==> src/include/rxpf_regs.vh <==
// receive filter/status block: offsets, bit positions, masks, reset values
// assumes: included by bare name from the design files under verilog/
`ifndef RXPF_REGS_VH
`define RXPF_REGS_VH

// ==========================================================================
// register map (printed offset is an index, byte address is index * 4)
// ==========================================================================
`define RXPF_RECEIVE_CONTROL_INDEX 6'h02
`define RXPF_APB_ADDR_W            8

// ==========================================================================
// receive_control bit positions
// ==========================================================================
`define RXPF_B_ACCEPT_ERRORED      15
`define RXPF_B_ACCEPT_SHORT        14
`define RXPF_B_ACCEPT_ALL_ONES     13
`define RXPF_B_ACCEPT_ANY_UNICAST  12
`define RXPF_B_ACCEPT_EVERY_GROUP  11
`define RXPF_B_LOOP_SELECT_HI      10
`define RXPF_B_LOOP_SELECT_LO      9
`define RXPF_B_GROUP_SEEN          8
`define RXPF_B_ALL_ONES_SEEN       7
`define RXPF_B_FINAL_FRAME         6
`define RXPF_B_CARRIER_SEEN        5
`define RXPF_B_COLLISION_SEEN      4
`define RXPF_B_CHECKSUM_FAULT      3
`define RXPF_B_ALIGN_FAULT         2
`define RXPF_B_LOOPED_FRAME        1
`define RXPF_B_CLEAN_FRAME         0

// ==========================================================================
// masks and reset values
// ==========================================================================
`define RXPF_CTRL_RESET            7'h00
`define RXPF_STAT_RESET            9'h000
`define RXPF_START_CLEAR_MASK      9'h1CF

// ==========================================================================
// loopback selector codes
// ==========================================================================
`define RXPF_LOOP_NONE             2'h0
`define RXPF_LOOP_MAC              2'h1
`define RXPF_LOOP_CODEC            2'h2
`define RXPF_LOOP_XCVR             2'h3

// ==========================================================================
// frame length
// ==========================================================================
`define RXPF_MIN_FRAME_BYTES       11'h040
`define RXPF_BYTE_CNT_MAX          11'h7FF

`endif

==> src/verilog/rxpf_dest_class.v <==
// destination address classifier for the receive filter
// assumes: first octet in bits 47:40, its lsb is the group bit
`timescale 1ns/100ps

module rxpf_dest_class (
  input  wire [47:0] i_dest,      // destination address
  output wire        o_group,     // group (multicast) address
  output wire        o_all_ones,  // broadcast address
  output wire        o_unicast    // individual address
);

  // ========================================================================
  // classification
  // ========================================================================
  assign o_group    = i_dest[40];
  assign o_all_ones = &i_dest;
  assign o_unicast  = ~i_dest[40];

endmodule

==> src/verilog/rxpf_apb_slave.v <==
// apb slave front end: decode, ready and error for one register word
// assumes: apb master on the same clock, one wait-free access phase
`timescale 1ns/100ps
`include "rxpf_regs.vh"

module rxpf_apb_slave (
  input  wire                        i_clock,    // system clock
  input  wire                        i_sys_rst,  // async reset, high
  input  wire                        i_psel,     // apb select
  input  wire                        i_penable,  // apb enable
  input  wire                        i_pwrite,   // apb direction
  input  wire [`RXPF_APB_ADDR_W-1:0] i_paddr,    // apb byte address
  output reg                         o_pready,   // apb ready
  output reg                         o_pslverr,  // apb error
  output wire                        o_setup,    // setup cycle
  output wire                        o_hit,      // address is mapped
  output wire                        o_wr_stb    // write takes effect
);

  wire setup_d;

  // ========================================================================
  // decode
  // ========================================================================
  assign setup_d  = i_psel & ~i_penable;
  assign o_setup  = setup_d;
  assign o_hit    = (i_paddr[7:2] == `RXPF_RECEIVE_CONTROL_INDEX) &
                    (i_paddr[1:0] == 2'h0);
  assign o_wr_stb = i_psel & i_penable & o_pready & i_pwrite & o_hit;

  // ========================================================================
  // ready in the first cycle of the access phase, error on unmapped address
  // ========================================================================
  always @(posedge i_clock or posedge i_sys_rst) begin
    if (i_sys_rst) begin
      o_pready  <= 1'b0;
      o_pslverr <= 1'b0;
    end else begin
      o_pready  <= setup_d;
      o_pslverr <= setup_d & ~o_hit;
    end
  end

endmodule

==> src/verilog/rxpf_top.v <==
// receive acceptance filter and per-frame status register
// assumes: receive path strobes are on I_CLOCK, apb master on I_CLOCK
//
// Decided for this implementation: register access over APB.
`timescale 1ns/100ps
`include "rxpf_regs.vh"

module rxpf_top (
  input  wire                        I_CLOCK,              // system clock
  input  wire                        I_SYS_RST,            // async, high
  input  wire                        I_SOFT_RST,           // software reset
  input  wire                        I_PSEL,               // apb select
  input  wire                        I_PENABLE,            // apb enable
  input  wire                        I_PWRITE,             // apb direction
  input  wire [`RXPF_APB_ADDR_W-1:0] I_PADDR,              // apb address
  input  wire [31:0]                 I_PWDATA,             // apb write data
  input  wire [3:0]                  I_PSTRB,              // apb lanes
  output wire [31:0]                 O_PRDATA,             // apb read data
  output wire                        O_PREADY,             // apb ready
  output wire                        O_PSLVERR,            // apb error
  input  wire                        I_RX_FRAME_START,     // frame begins
  input  wire                        I_RX_DEST_VALID,      // dest present
  input  wire [47:0]                 I_RX_DEST,            // dest address
  input  wire                        I_RX_TABLE_MATCH,     // table hit
  input  wire                        I_RX_BYTE_STB,        // one byte in
  input  wire                        I_RX_COLLISION,       // collision now
  input  wire                        I_RX_CARRIER,         // carrier now
  input  wire                        I_RX_FRAME_END,       // frame ends
  input  wire                        I_RX_CHECKSUM_ERR,    // bad crc
  input  wire                        I_RX_ALIGN_ERR,       // odd bit count
  input  wire                        I_RX_FINAL_IN_BUFFER, // last in buffer
  input  wire                        I_DESC_ACK,           // status taken
  output wire [1:0]                  O_LOOP_MODE,          // loop select
  output wire                        O_FRAME_ACCEPT,       // frame kept
  output wire                        O_FRAME_REJECT,       // frame dropped
  output wire                        O_DESC_VALID,         // status pending
  output wire [15:0]                 O_DESC_STATUS         // descriptor word
);

  // ========================================================================
  // frame tracking states
  // ========================================================================
  localparam [3:0] ST_IDLE = 4'h1;
  localparam [3:0] ST_HEAD = 4'h2;
  localparam [3:0] ST_BODY = 4'h4;
  localparam [3:0] ST_END  = 4'h8;

  // ========================================================================
  // declarations
  // ========================================================================
  reg  [3:0]  state_q;
  reg  [3:0]  state_d;
  reg  [6:0]  ctrl_q;
  reg  [6:0]  ctrl_d;
  reg  [8:0]  stat_q;
  reg  [8:0]  stat_d;
  reg  [31:0] prdata_q;
  reg  [10:0] byte_cnt_q;
  reg  [10:0] byte_cnt_d;
  reg         group_q;
  reg         all_ones_q;
  reg         unicast_q;
  reg         table_q;
  reg         dest_seen_q;
  reg         coll_acc_q;
  reg         carr_acc_q;
  reg         crc_q;
  reg         align_q;
  reg         final_q;
  reg         accept_q;
  reg         reject_q;
  reg         desc_valid_q;
  reg  [15:0] desc_status_q;
  wire        apb_setup;
  wire        apb_hit;
  wire        apb_wr_stb;
  wire        apb_pready;
  wire        apb_pslverr;
  wire        dest_group;
  wire        dest_all_ones;
  wire        dest_unicast;
  wire        en_errored;
  wire        en_short;
  wire        en_all_ones;
  wire        en_any_unicast;
  wire        en_every_group;
  wire [1:0]  loop_sel;
  wire        is_short;
  wire        is_errored;
  wire        addr_ok;
  wire        err_ok;
  wire        len_ok;
  wire        frame_ok;
  wire        clean;
  wire [8:0]  frame_stat;
  wire        rx_start;
  wire        deciding;

  // ========================================================================
  // submodules
  // ========================================================================
  rxpf_apb_slave u_apb (
    .i_clock   (I_CLOCK),
    .i_sys_rst (I_SYS_RST),
    .i_psel    (I_PSEL),
    .i_penable (I_PENABLE),
    .i_pwrite  (I_PWRITE),
    .i_paddr   (I_PADDR),
    .o_pready  (apb_pready),
    .o_pslverr (apb_pslverr),
    .o_setup   (apb_setup),
    .o_hit     (apb_hit),
    .o_wr_stb  (apb_wr_stb)
  );

  rxpf_dest_class u_dest (
    .i_dest     (I_RX_DEST),
    .o_group    (dest_group),
    .o_all_ones (dest_all_ones),
    .o_unicast  (dest_unicast)
  );

  // ========================================================================
  // control field views
  // ========================================================================
  assign en_errored     = ctrl_q[`RXPF_B_ACCEPT_ERRORED - 9];
  assign en_short       = ctrl_q[`RXPF_B_ACCEPT_SHORT - 9];
  assign en_all_ones    = ctrl_q[`RXPF_B_ACCEPT_ALL_ONES - 9];
  assign en_any_unicast = ctrl_q[`RXPF_B_ACCEPT_ANY_UNICAST - 9];
  assign en_every_group = ctrl_q[`RXPF_B_ACCEPT_EVERY_GROUP - 9];
  assign loop_sel       = ctrl_q[1:0];

  // ========================================================================
  // acceptance decision for the frame being closed
  // ========================================================================
  assign rx_start   = I_RX_FRAME_START;
  assign deciding   = (state_q == ST_END);
  assign is_short   = (byte_cnt_q < `RXPF_MIN_FRAME_BYTES);
  assign is_errored = crc_q | coll_acc_q;

  // table hit plus each enabled extra filter
  assign addr_ok = dest_seen_q &
                   (table_q |
                    (en_all_ones & all_ones_q) |
                    (en_any_unicast & unicast_q) |
                    (en_every_group & group_q));
  assign err_ok   = ~is_errored | en_errored;
  assign len_ok   = ~is_short | en_short;
  assign frame_ok = addr_ok & err_ok & len_ok;

  // ========================================================================
  // per-frame status word
  // ========================================================================
  assign clean = ~crc_q & ~is_short & ~coll_acc_q;

  assign frame_stat[`RXPF_B_GROUP_SEEN]     = group_q & ~all_ones_q;
  assign frame_stat[`RXPF_B_ALL_ONES_SEEN]  = all_ones_q;
  assign frame_stat[`RXPF_B_FINAL_FRAME]    = final_q;
  assign frame_stat[`RXPF_B_CARRIER_SEEN]   = carr_acc_q;
  assign frame_stat[`RXPF_B_COLLISION_SEEN] = coll_acc_q;
  // checksum fault suppressed for alignment faults and short frames
  assign frame_stat[`RXPF_B_CHECKSUM_FAULT] = crc_q & ~align_q &
                                              ~is_short;
  assign frame_stat[`RXPF_B_ALIGN_FAULT]    = crc_q & align_q;
  assign frame_stat[`RXPF_B_LOOPED_FRAME]   = clean &
                          (loop_sel != `RXPF_LOOP_NONE);
  assign frame_stat[`RXPF_B_CLEAN_FRAME]    = clean;

  // ========================================================================
  // frame state machine
  // ========================================================================
  always @* begin
    state_d = state_q;
    case (state_q)
      ST_IDLE: begin
        if (rx_start) begin
          state_d = ST_HEAD;
        end
      end
      ST_HEAD: begin
        if (rx_start) begin
          state_d = ST_HEAD;
        end else if (I_RX_FRAME_END) begin
          state_d = ST_END;
        end else if (I_RX_DEST_VALID) begin
          state_d = ST_BODY;
        end
      end
      ST_BODY: begin
        if (rx_start) begin
          state_d = ST_HEAD;
        end else if (I_RX_FRAME_END) begin
          state_d = ST_END;
        end
      end
      ST_END: begin
        if (rx_start) begin
          state_d = ST_HEAD;
        end else begin
          state_d = ST_IDLE;
        end
      end
      default: begin
        state_d = ST_IDLE;
      end
    endcase
  end

  // ========================================================================
  // byte counter, saturating
  // ========================================================================
  always @* begin
    byte_cnt_d = byte_cnt_q;
    if (rx_start) begin
      byte_cnt_d = 11'h000;
    end else if (I_RX_BYTE_STB && (byte_cnt_q != `RXPF_BYTE_CNT_MAX)) begin
      byte_cnt_d = byte_cnt_q + 11'h001;
    end
  end

  // ========================================================================
  // control bits: software writes through the upper lane
  // ========================================================================
  always @* begin
    ctrl_d = ctrl_q;
    if (apb_wr_stb && I_PSTRB[1]) begin
      ctrl_d = I_PWDATA[15:9];
    end
  end

  // ========================================================================
  // status bits: all but carrier and collision cleared at start, loaded at an accepted frame's close
  // ========================================================================
  always @* begin
    stat_d = stat_q;
    if (deciding && frame_ok) begin
      // a close in the same cycle as a start wins over its clear
      stat_d = frame_stat;
    end else if (rx_start) begin
      stat_d = stat_q & ~`RXPF_START_CLEAR_MASK;
    end
  end

  // ========================================================================
  // registers; I_SOFT_RST is deliberately not a term here
  // ========================================================================
  always @(posedge I_CLOCK or posedge I_SYS_RST) begin
    if (I_SYS_RST) begin
      state_q    <= ST_IDLE;
      ctrl_q     <= `RXPF_CTRL_RESET;
      stat_q     <= `RXPF_STAT_RESET;
      byte_cnt_q <= 11'h000;
    end else begin
      state_q    <= state_d;
      ctrl_q     <= ctrl_d;
      stat_q     <= stat_d;
      byte_cnt_q <= byte_cnt_d;
    end
  end

  // ========================================================================
  // per-frame capture of destination kind and error conditions
  // ========================================================================
  always @(posedge I_CLOCK or posedge I_SYS_RST) begin
    if (I_SYS_RST) begin
      group_q     <= 1'b0;
      all_ones_q  <= 1'b0;
      unicast_q   <= 1'b0;
      table_q     <= 1'b0;
      dest_seen_q <= 1'b0;
      coll_acc_q  <= 1'b0;
      carr_acc_q  <= 1'b0;
      crc_q       <= 1'b0;
      align_q     <= 1'b0;
      final_q     <= 1'b0;
    end else if (rx_start) begin
      group_q     <= 1'b0;
      all_ones_q  <= 1'b0;
      unicast_q   <= 1'b0;
      table_q     <= 1'b0;
      dest_seen_q <= 1'b0;
      coll_acc_q  <= I_RX_COLLISION;
      carr_acc_q  <= I_RX_CARRIER;
      crc_q       <= 1'b0;
      align_q     <= 1'b0;
      final_q     <= 1'b0;
    end else begin
      if (I_RX_DEST_VALID && (state_q == ST_HEAD)) begin
        group_q     <= dest_group;
        all_ones_q  <= dest_all_ones;
        unicast_q   <= dest_unicast;
        table_q     <= I_RX_TABLE_MATCH;
        dest_seen_q <= 1'b1;
      end
      if (state_q == ST_HEAD || state_q == ST_BODY) begin
        coll_acc_q <= coll_acc_q | I_RX_COLLISION;
        carr_acc_q <= carr_acc_q | I_RX_CARRIER;
      end
      if (I_RX_FRAME_END && (state_q == ST_HEAD || state_q == ST_BODY)) begin
        crc_q   <= I_RX_CHECKSUM_ERR;
        align_q <= I_RX_ALIGN_ERR;
        final_q <= I_RX_FINAL_IN_BUFFER;
      end
    end
  end

  // ========================================================================
  // verdict pulses and descriptor status hand-off
  // ========================================================================
  always @(posedge I_CLOCK or posedge I_SYS_RST) begin
    if (I_SYS_RST) begin
      accept_q      <= 1'b0;
      reject_q      <= 1'b0;
      desc_valid_q  <= 1'b0;
      desc_status_q <= 16'h0000;
    end else begin
      accept_q <= deciding & frame_ok;
      reject_q <= deciding & ~frame_ok;
      if (deciding && frame_ok) begin
        desc_valid_q  <= 1'b1;
        desc_status_q <= {ctrl_q, frame_stat};
      end else if (I_DESC_ACK) begin
        desc_valid_q  <= 1'b0;
      end
    end
  end

  // ========================================================================
  // apb read data, captured in the setup cycle
  // ========================================================================
  always @(posedge I_CLOCK or posedge I_SYS_RST) begin
    if (I_SYS_RST) begin
      prdata_q <= 32'h0000_0000;
    end else if (apb_setup) begin
      if (apb_hit && !I_PWRITE) begin
        prdata_q <= {16'h0000, ctrl_q, stat_q};
      end else begin
        prdata_q <= 32'h0000_0000;
      end
    end
  end

  // ========================================================================
  // outputs
  // ========================================================================
  assign O_PRDATA       = prdata_q;
  assign O_PREADY       = apb_pready;
  assign O_PSLVERR      = apb_pslverr;
  assign O_LOOP_MODE    = loop_sel;
  assign O_FRAME_ACCEPT = accept_q;
  assign O_FRAME_REJECT = reject_q;
  assign O_DESC_VALID   = desc_valid_q;
  assign O_DESC_STATUS  = desc_status_q;

endmodule

==> config.mk <==
export PLATFORM = sky130hd
export DESIGN_NAME = rxpf_top
export DESIGN_NICKNAME = d
export VERILOG_FILES = /design/src/verilog/rxpf_dest_class.v /design/src/verilog/rxpf_apb_slave.v /design/src/verilog/rxpf_top.v
export VERILOG_INCLUDE_DIRS = /design/src /design/src/include
export SDC_FILE = /design/constraint.sdc
export NUM_CORES = 1
export LEC_CHECK = 0
export ABC_AREA = 1
export BUFFER_PORTS_ARGS = -buffer_cell sky130_fd_sc_hd__buf_2
export CORE_UTILIZATION = 51
export DETAILED_ROUTE_END_ITERATION = 10
export PLACE_DENSITY = 0.88
export SYNTH_ARGS = -nofsm -noshare
export SYNTH_HDL_FRONTEND = slang
export SYNTH_SLANG_ARGS = --single-unit
==> constraint.sdc <==
create_clock -name I_CLOCK -period 4.1 [get_ports I_CLOCK]
set_clock_uncertainty 0.1 [all_clocks]
set_input_delay 0.82 -clock I_CLOCK [delete_from_list [all_inputs] [get_ports I_CLOCK]]
set_output_delay 0.82 -clock I_CLOCK [all_outputs]
set_load 0.05 [all_outputs]
Yosys cells after proc, flatten, opt, wreduce, memory -nomap -nowiden
Index checks and enable logic that the tools add are counted.
{"block": "op_classes", "n_bitwise": 40, "mux": 35, "reduce_logical": 18, "n_eq_ne": 9, "add_sub_neg": 1, "magnitude_cmp": 1}
{"operator": "AND reduction 48 bit", "count": 1}
{"operator": "2-to-1 mux 4 bit", "count": 6}
{"operator": "AND 1 bit", "count": 22}
{"operator": "2-to-1 mux 1 bit", "count": 22}
{"operator": "2-to-1 mux 11 bit", "count": 2}
{"operator": "2-to-1 mux 9 bit", "count": 2}
{"operator": "2-to-1 mux 16 bit", "count": 1}
{"operator": "case mux 4 bit (4 select lines)", "count": 1}
{"operator": "nonzero test 2 bit", "count": 7}
{"operator": "adder 11 x 1 -> 11 bit (second input constant)", "count": 1}
{"operator": "< comparator 11 x 7 -> 1 bit (second input constant)", "count": 1}
{"operator": "!= test 11 bit (second input constant)", "count": 1}
{"operator": "NOT 1 bit", "count": 10}
{"operator": "OR 1 bit", "count": 8}
{"operator": "equality test 6 x 2 -> 1 bit (second input constant)", "count": 1}
{"operator": "logical AND 1 bit", "count": 6}
{"operator": "equality test 4 x 1 -> 1 bit (second input constant)", "count": 1}
{"operator": "equality test 4 x 2 -> 1 bit (second input constant)", "count": 1}
{"operator": "equality test 4 x 3 -> 1 bit (second input constant)", "count": 1}
{"operator": "equality test 4 bit (second input constant)", "count": 1}
{"operator": "!= test 4 bit (second input constant)", "count": 1}
{"operator": "!= test 3 bit (second input constant)", "count": 1}
{"operator": "AND reduction 3 bit", "count": 1}
{"operator": "logical NOT 2 bit", "count": 1}
{"operator": "4 further kinds", "count": 4}
{"block": "totals", "in_bits": 109, "regBits": 94, "wordCells": 126}

Logic depth before layout (Yosys ltp)
Gate-level depths: netlist of the first run.
{"block": "logic_depth", "word_depth": 9, "ltp_mapped": 10, "ltp_nobuf": 9}

Cells and area by module
Synthesis of the first run repeated with hierarchy kept, for this count alone.
{"block": "hier_totals", "cells_unflattened": 482, "area_unflattened_um2": 3807.4}
{"module": "rxpf_top", "cells_each": 410, "instances": 1, "area_per_inst_um2": 3470.8, "seq_area_each_um2": 1903.1}
{"module": "rxpf_dest_class", "cells_each": 41, "instances": 1, "area_per_inst_um2": 170.2, "seq_area_each_um2": 0.0}
{"module": "rxpf_apb_slave", "cells_each": 31, "instances": 1, "area_per_inst_um2": 166.4, "seq_area_each_um2": 50.0}

Least setup slack after synthesis of the first run
Ideal clock, no wire load.
{"block": "synth_timing", "kind": "input port to flip-flop", "start": "input port I_PWRITE", "end": "register ctrl_q[0]", "n_path_buf": 0, "stages": 5, "arrival_time_ns": 1.736, "path_slack_ns": 2.147, "cell_sequence": "inv_1 nor3_1 nand2_2 nand2_1 nand2_1"}
{"block": "synth_between", "elab_chain_len": 3}
{"item": "start, declared", "line": "rxpf_top.v:14", "text": "input wire I_PWRITE,"}
{"item": "AND 1 bit (2 in a row)", "line": "rxpf_apb_slave.v:29", "text": "assign o_wr_stb = i_psel & i_penable & o_pready & i_pwrite & o_hit;"}
{"item": "logical AND 1 bit", "line": "rxpf_top.v:226", "text": "if (apb_wr_stb && I_PSTRB[1]) begin"}
{"item": "end signal, assigned", "line": "rxpf_top.v:250", "text": "ctrl_q <= `RXPF_CTRL_RESET;"}
{"item": "end signal, assigned", "line": "rxpf_top.v:255", "text": "ctrl_q <= ctrl_d;"}
{"item": "end, declared", "line": "rxpf_top.v:53", "text": "reg [6:0] ctrl_q;"}
No other way between the ends.
A chain may end at the register's enable or synchronous reset.

Worst setup path after layout of the first run
{"block": "layout_timing", "start": "register crc_q", "end": "register stat_q[2]"}
{"block": "layout_between", "elab_chain_len": 7}
{"item": "start, declared", "line": "rxpf_top.v:67", "text": "reg crc_q;"}
{"item": "start signal, assigned", "line": "rxpf_top.v:273", "text": "crc_q <= 1'b0;"}
{"item": "start signal, assigned", "line": "rxpf_top.v:284", "text": "crc_q <= 1'b0;"}
{"item": "start signal, assigned", "line": "rxpf_top.v:300", "text": "crc_q <= I_RX_CHECKSUM_ERR;"}
{"item": "OR 1 bit", "line": "rxpf_top.v:139", "text": "assign is_errored = crc_q | coll_acc_q;"}
{"item": "NOT 1 bit", "line": "rxpf_top.v:147", "text": "assign err_ok = ~is_errored | en_errored;"}
{"item": "OR 1 bit", "line": "rxpf_top.v:147"}
{"item": "AND 1 bit (2 in a row)", "line": "rxpf_top.v:149", "text": "assign frame_ok = addr_ok & err_ok & len_ok;"}
{"item": "logical AND 1 bit", "line": "rxpf_top.v:236", "text": "if (deciding && frame_ok) begin"}
{"item": "2-to-1 mux 9 bit / nonzero test 2 bit (equally long branches)"}
{"item": "end signal, assigned", "line": "rxpf_top.v:251", "text": "stat_q <= `RXPF_STAT_RESET;"}
{"item": "end signal, assigned", "line": "rxpf_top.v:256", "text": "stat_q <= stat_d;"}
{"item": "end, declared", "line": "rxpf_top.v:55", "text": "reg [8:0] stat_q;"}
Several ways; a longest one is shown, not always the timed one.

==> results_dict.tcl, run 1 <==
set metrics [dict create \
    outcome "completed" \
    cp.required_ns 4.30 \
    die_y_um 87.9 \
    use_met1_pct 27.0 \
    place_area_mm2 0.00436 \
    syn_avg_cell_area_um2 7.96 \
    wl_per_cell_um 12.6 \
    ctsResizeCount 0 \
    period_share_pct 54.9 \
    avgViaCountPerCell 5.14 \
    gr-usage-met3_pct 6.88 \
    power_frac_seq_pct 52.8 \
    syn_area_mm2 0.00376 \
    ys_seq_area_share_pct 51.9 \
    antenna_found_initial 0 \
    start_util_pct 54.2 \
    area_growth_pct 20.6 \
    grt_pass1_vias 3320 \
    nFillCells 556 \
    holdWs_ns 0.387 \
    drive_gt1_share_pct 26.5 \
    end_kind "flip-flop" \
    route.detailed.drc 0 \
    core_area_mm2 0.00694 \
    fmax_mhz 444 \
    rsz0062_at_grt "no" \
    postRouteAntennaNets 0 \
    io-pin-count 164 \
    yosysWarnings 0 \
    ir_drop_uv 205 \
    wl_mm 8.70 \
    rows 30 \
    htreeDepth 3 \
    setup_viol 0 \
    synth-seq-cells 78 \
    cts_tree "built" \
    regToRegStartpoint "crc_q" \
    clkTransAtPathRegs_ns 0.09 \
    final_common_cell "nand2_1" \
    grt-busiest-layer "met2" \
    postCtsSetupBuffers 0 \
    die_area_mm2 0.00773 \
    synthCells 473 \
    die_w_um 87.9 \
    overflow 0 \
    grtUsageTotal_pct 23.9 \
    antenna_cells 0 \
    cts.sinks 78 \
    fin_crit_ns 2.25 \
    via_count 3559 \
    design_area_mm2 0.00454 \
    slew-limit-headroom_pct 34.3 \
    insertion_delay_ns 0.36 \
    cts_root_buffer "clkbuf_8" \
    power_frac_clock_pct 33.9 \
    gp_congestion 0.868 \
    intPower_mw 1.09 \
    grtUsageMet2_pct 42.9 \
    synth_cell_type_count 35 \
    r2r_slack_ns 1.85 \
    first_pass_iters 5 \
    drt_iter0_markers 241 \
    crit_path_max_fanout 34 \
    p_leak_nw 2.54 \
    dp_hpwl_mm 6.46 \
    worst_slew_pin_slew_ns 0.979 \
    clockBufferDepth 2 \
    r2r_end "stat_q[2]" \
    cts_made_buffers 9 \
    cts_hold_buffers 0 \
    hold_path_depth 2 \
    crit_path_start_kind "flip-flop" \
    p_sw_mw 0.468 \
    grt_first_pass_wirelength_mm 14.1 \
    power_density_mw_per_mm2 343 \
    drv_slew 0 \
    worstSetupStartpoint "crc_q" \
    hold_class "flip-flop to flip-flop" \
    timing.setup.tns_ns 0 \
    switching_share_pct 30.1 \
    drv_cap 0 \
    critPathKind "flip-flop to flip-flop" \
    p_comb_share_pct 13.3 \
    fin_nets 701 \
    grt_max_degree 39 \
    reg2regPathDepth 7 \
    cp.arrival_ns 2.45 \
    crit_end "stat_q[2]" \
    hold_viol 0 \
    place.port_buffers 118 \
    layout_common_cells "178 x nand2_1, 118 x buf_2, 77 x dfrtp_1" \
]
==> worst min path at each step <==
| stage | start | endpoint |
|---|---|---|
| floorplan | unicast_q | unicast_q |
| global placement | unicast_q | unicast_q |
| detailed placement | O_DESC_STATUS[3] | O_DESC_STATUS[3] |
| CTS | O_DESC_STATUS[2] | O_DESC_STATUS[2] |
| global route | O_PRDATA[0] | O_PRDATA[0] |
| finish | O_DESC_STATUS[2] | O_DESC_STATUS[2] |
==> worst max-delay path: stages, from the launching register on <==
cell	delay, ns
dfrtp_1	0.44
nor2_1	0.15
o21ai_0	0.10
nor2_1	0.15
nand3_2	0.48
inv_1	0.51
nand2_1	0.16
nand2_1	0.10
==> Yosys cell counts <==
master / count / share of area, %
ha_1: 1 / 0.33
nand3b_1: 1 / 0.20
dfstp_2: 1 / 0.70
nor2_2: 2 / 0.33
buf_6: 1 / 0.30
nand3_2: 1 / 0.27
buf_2: 2 / 0.27
o21ai_0: 32 / 4.3
nor2_1: 42 / 4.2
clkinv_1: 1 / 0.10
o21a_1: 1 / 0.20
clkbuf_1: 5 / 0.50
xor2_1: 1 / 0.23
dfrtp_1: 77 / 51
buf_1: 1 / 0.10
a211oi_1: 1 / 0.20
nor3_1: 3 / 0.40
o211ai_1: 1 / 0.20
or2_1: 1 / 0.17
nand3_1: 36 / 4.8
nand2_2: 1 / 0.17
buf_4: 20 / 4.0
nand4_1: 9 / 1.5
o21ai_2: 10 / 2.3
conb_1: 1 / 0.10
inv_2: 1 / 0.10
nor3_4: 1 / 0.43
nand2_1: 178 / 18
or2_4: 1 / 0.23
inv_1: 34 / 3.4
a21oi_1: 2 / 0.27
a21o_1: 1 / 0.20
a31oi_1: 1 / 0.17
or2_2: 1 / 0.17
nand2_4: 1 / 0.30
==> layout make-up <==
| cell class | instances | area [um2] | area share (%) |
|---|---|---|---|
| Clock buffer | 9 | 124 | 2.73 |
| Clock inverter | 7 | 55.1 | 1.21 |
| Inverter | 36 | 135 | 2.98 |
| Multi-Input combinational cell | 345 | 1540 | 33.9 |
| Sequential cell | 78 | 1950 | 43.0 |
| Tap cell | 96 | 120 | 2.65 |
| Timing Repair Buffer | 121 | 613 | 13.5 |
==> kinds of logic (layout without fill, tap and decap cells) <==
kind of cell | count (synthesis) | in the layout | synth area share [%]
AND/OR/NAND/NOR | 278 | 278 | 30.9
flip-flops | 78 | 78 | 51.9
buffers and inverters | 65 | 173 | 8.74
AO/OA/AOI/OAI | 49 | 49 | 7.81
adder cells (fa/ha/maj) | 1 | 1 | 0.332
other | 1 | 16 | 0.0996
XOR/XNOR | 1 | 1 | 0.233
==> state kept, by name (all words and copies together), names as in the netlist <==
| name | flops |
|---|---|
| unicast_q | 1 |
| O_FRAME_REJECT | 1 |
| final_q | 1 |
| state_q | 4 |
| table_q | 1 |
| all_ones_q | 1 |
| carr_acc_q | 1 |
| group_q | 1 |
| O_FRAME_ACCEPT | 1 |
| coll_acc_q | 1 |
| align_q | 1 |
| O_DESC_VALID | 1 |
| O_DESC_STATUS | 16 |
| dest_seen_q | 1 |
| byte_cnt_q | 11 |
| O_PRDATA | 16 |
| crc_q | 1 |
| u_apb.o_pslverr | 1 |
| ctrl_q | 7 |
| u_apb.o_pready | 1 |
| stat_q | 9 |
==> per-stage QoR <==
| stage | total power, mW | std cells | utilization [%] | setup WS, ns |
|---|---|---|---|---|
| floorplan | 0.979 | 488 | - | 1.19 |
| global placement | 1.03 | 676 | 62.8 | 1.76 |
| detailed placement | 1.04 | 676 | 62.8 | 1.73 |
| CTS | 1.56 | 692 | 65.4 | 1.87 |
| global route | 1.62 | 692 | 65.4 | 1.60 |
| finish | 1.56 | 692 | 65.4 | 1.85 |
==> power by group through the flow <==
stage | clock network (mW) | logic (mW) | registers (mW)
floorplan | 0 | 0.145 | 0.834
global placement | 0 | 0.196 | 0.833
detailed placement | 0 | 0.206 | 0.836
CTS | 0.531 | 0.207 | 0.822
global route | 0.559 | 0.233 | 0.826
finish | 0.528 | 0.207 | 0.823
==> metal layers <==
layer  wire, um  vias to the layer above
met5          0                        -
met4        113                        0
met3        646                       14
met2       4440                      165
met1       3510                     1676
li1           -                     1704
No activity file was read; power rests on OpenSTA's default activity.
==> run 2: changes to the inputs <==
--- a/config.mk
+++ b/config.mk
@@ -8,9 +8,9 @@
 export LEC_CHECK = 0
 export ABC_AREA = 1
 export BUFFER_PORTS_ARGS = -buffer_cell sky130_fd_sc_hd__buf_2
-export CORE_UTILIZATION = 51
+export CORE_UTILIZATION = 48
 export DETAILED_ROUTE_END_ITERATION = 10
-export PLACE_DENSITY = 0.88
+export PLACE_DENSITY = 0.84
 export SYNTH_ARGS = -nofsm -noshare
 export SYNTH_HDL_FRONTEND = slang
 export SYNTH_SLANG_ARGS = --single-unit
==> constraint.sdc (replaced) <==
create_clock -name I_CLOCK -period 2.3 [get_ports I_CLOCK]
set_clock_uncertainty 0.1 [all_clocks]
set_input_delay 0.46 -clock I_CLOCK [delete_from_list [all_inputs] [get_ports I_CLOCK]]
set_output_delay 0.46 -clock I_CLOCK [all_outputs]
set_load 0.05 [all_outputs]
==> run 2 against run 1 <==
Compared with the run above: die area grew 6.1%; register-to-register slack got worse by 1.3 ns; via count decreased by 2.2%; utilization is 3.5 points lower; combinational power rose by 80%; critical path depth up 1; power grew 81%; non-clock buffer count grew 2; highest routed layer unchanged.
==> results_dict.tcl, run 2 (synthesis results as in run 1) <==
set metrics [dict create \
    drive_gt1_share_pct 26.6 \
    period_share_pct 75.6 \
    final_common_cell "nand2_1" \
    io-pin-count 164 \
    p_leak_nw 2.56 \
    power_density_mw_per_mm2 614 \
    clkTransAtPathRegs_ns 0.08 \
    fmax_mhz 575 \
    outcome "completed" \
    regToRegStartpoint "byte_cnt_q[0]" \
    cp.required_ns 2.43 \
    postCtsSetupBuffers 0 \
    layout_common_cells "178 x nand2_1, 118 x buf_2, 77 x dfrtp_1" \
    fin_ws_ns 0.562 \
    timing.setup.tns_ns 0 \
    fin_crit_ns 1.74 \
    grt_max_degree 79 \
    clockBufferDepth 2 \
    intPower_mw 2.03 \
    reg2regPathDepth 8 \
    crit_slowest_cell "dfrtp_1" \
    critPathKind "flip-flop to flip-flop" \
    dp_hpwl_mm 6.35 \
    switching_share_pct 27.6 \
    hold_viol 0 \
    wl_per_cell_um 12.0 \
    hold_class "input port to asynchronous set/reset pin" \
    cp_slowest_stage_delay_ns 0.47 \
    r2r_slack_ns 0.56 \
    place.port_buffers 118 \
    die_y_um 90.6 \
    start_util_pct 50.8 \
    cp.arrival_ns 1.87 \
    die_w_um 90.6 \
    crit_top_cell "nand2_1" \
    total_power_mw 2.81 \
    drt_iter0_markers 145 \
    antenna_cells 0 \
    cts.sinks 78 \
    route.detailed.drc 0 \
    power_frac_seq_pct 52.1 \
    cts_root_buffer "clkbuf_8" \
    cts_tree "built" \
    critPathTopFamily "simple AND/OR/NAND/NOR gates" \
    cts_made_buffers 9 \
    end_kind "flip-flop" \
    drv_cap 0 \
    fin_nets 703 \
    ir_drop_uv 321 \
    avgViaCountPerCell 5.00 \
    place_inst 681 \
    grt_first_pass_wirelength_mm 14.6 \
    core_area_mm2 0.00741 \
    rows 31 \
    slew-limit-headroom_pct 64.7 \
    rsz0062_at_grt "no" \
    antenna_found_initial 0 \
    die_area_mm2 0.00820 \
    overflow 0 \
    setup_viol 0 \
    first_pass_iters 4 \
    r2r_end "byte_cnt_q[8]" \
    grtUsageTotal_pct 22.1 \
    insertion_delay_ns 0.35 \
    crit_path_max_fanout 12 \
    p_comb_share_pct 13.2 \
    ctsResizeCount 0 \
    gp_congestion 0.863 \
    worst_slew_pin_slew_ns 0.529 \
    postRouteAntennaNets 0 \
    htreeDepth 3 \
    fin_cells 696 \
    area_growth_pct 21.7 \
    fin_util_pct 61.8 \
    path_buf_inv 2 \
    drv_slew 0 \
    via_count 3479 \
    crit_path_start_kind "flip-flop" \
    grt_pass1_vias 3401 \
    power_frac_clock_pct 34.7 \
    dp_slack_ns 0.385 \
    wl_mm 8.36 \
    cp_cell_sequence "ha_1 -> inv_1 -> nor2_2 -> nand3_1 -> nand2_1 -> nand2_1 -> inv_2 -> o21ai_0" \
    cts_hold_buffers 0 \
    p_sw_mw 0.777 \
]
-- run 2: changes by cell type in the layout (fill, tap and decap cells not counted) --
cell        before  now
inv_2            2    1
bufinv_16        0    1
buf_4            3    4
clkinvlp_4       2    3
clkinv_2         1    2
inv_6            3    0
buf_12           0    1
-- run 2: metrics by stage --
stage	instance area (um2)	hold slack [ns]
floorplan	3820	0.342
global placement	4390	0.359
detailed placement	4390	0.360
CTS	4580	0.133
global route	4580	0.142
finish	4580	0.113
-- run 2: power by group through the flow --
stage	combinational [mW]	sequential, mW	clock [mW]
final	0.372	1.46	0.976
after global routing	0.417	1.47	1.06
after CTS	0.372	1.46	0.991
after detailed placement	0.372	1.49	0
after global placement	0.352	1.48	0
after floorplan	0.259	1.49	0
-- run 2: worst max path at each step --
stage               cells past startpoint  slack, ns       endpoint            from
floorplan                               5       0.53      ctrl_q[0]  u_apb.o_pready
global placement                        5       0.45    O_PRDATA[3]      I_PADDR[1]
detailed placement                      5       0.39    O_PRDATA[6]      I_PADDR[1]
CTS                                     8       0.57  byte_cnt_q[8]   byte_cnt_q[0]
global route                            9       0.34  byte_cnt_q[5]   byte_cnt_q[0]
finish                                  8       0.56  byte_cnt_q[8]   byte_cnt_q[0]
-- run 2: area by class of cell --
cell class / count / area, um2
multi-input cells: 345 / 1540
clock buffers: 9 / 124
flip-flops and latches: 78 / 1950
well taps: 99 / 124
inverters: 36 / 139
fillers: 631 / 2830
repair buffers: 123 / 641
clock inverters: 6 / 63.8
-- run 2: metal layers --
layer  GRT usage, %  routed length [um]  vias to the layer above
li1               -                   -                     1708
met1           25.7                3500                     1610
met2           39.0                4160                      141
met3           4.38                 511                       20
met4           9.95                 188                        0
met5              0                   0                        -
-- run 2: worst min-delay path, stage by stage --
cell and delay (ns):
buf_2 0.11, clkinvlp_4 0.07, buf_12 0.33
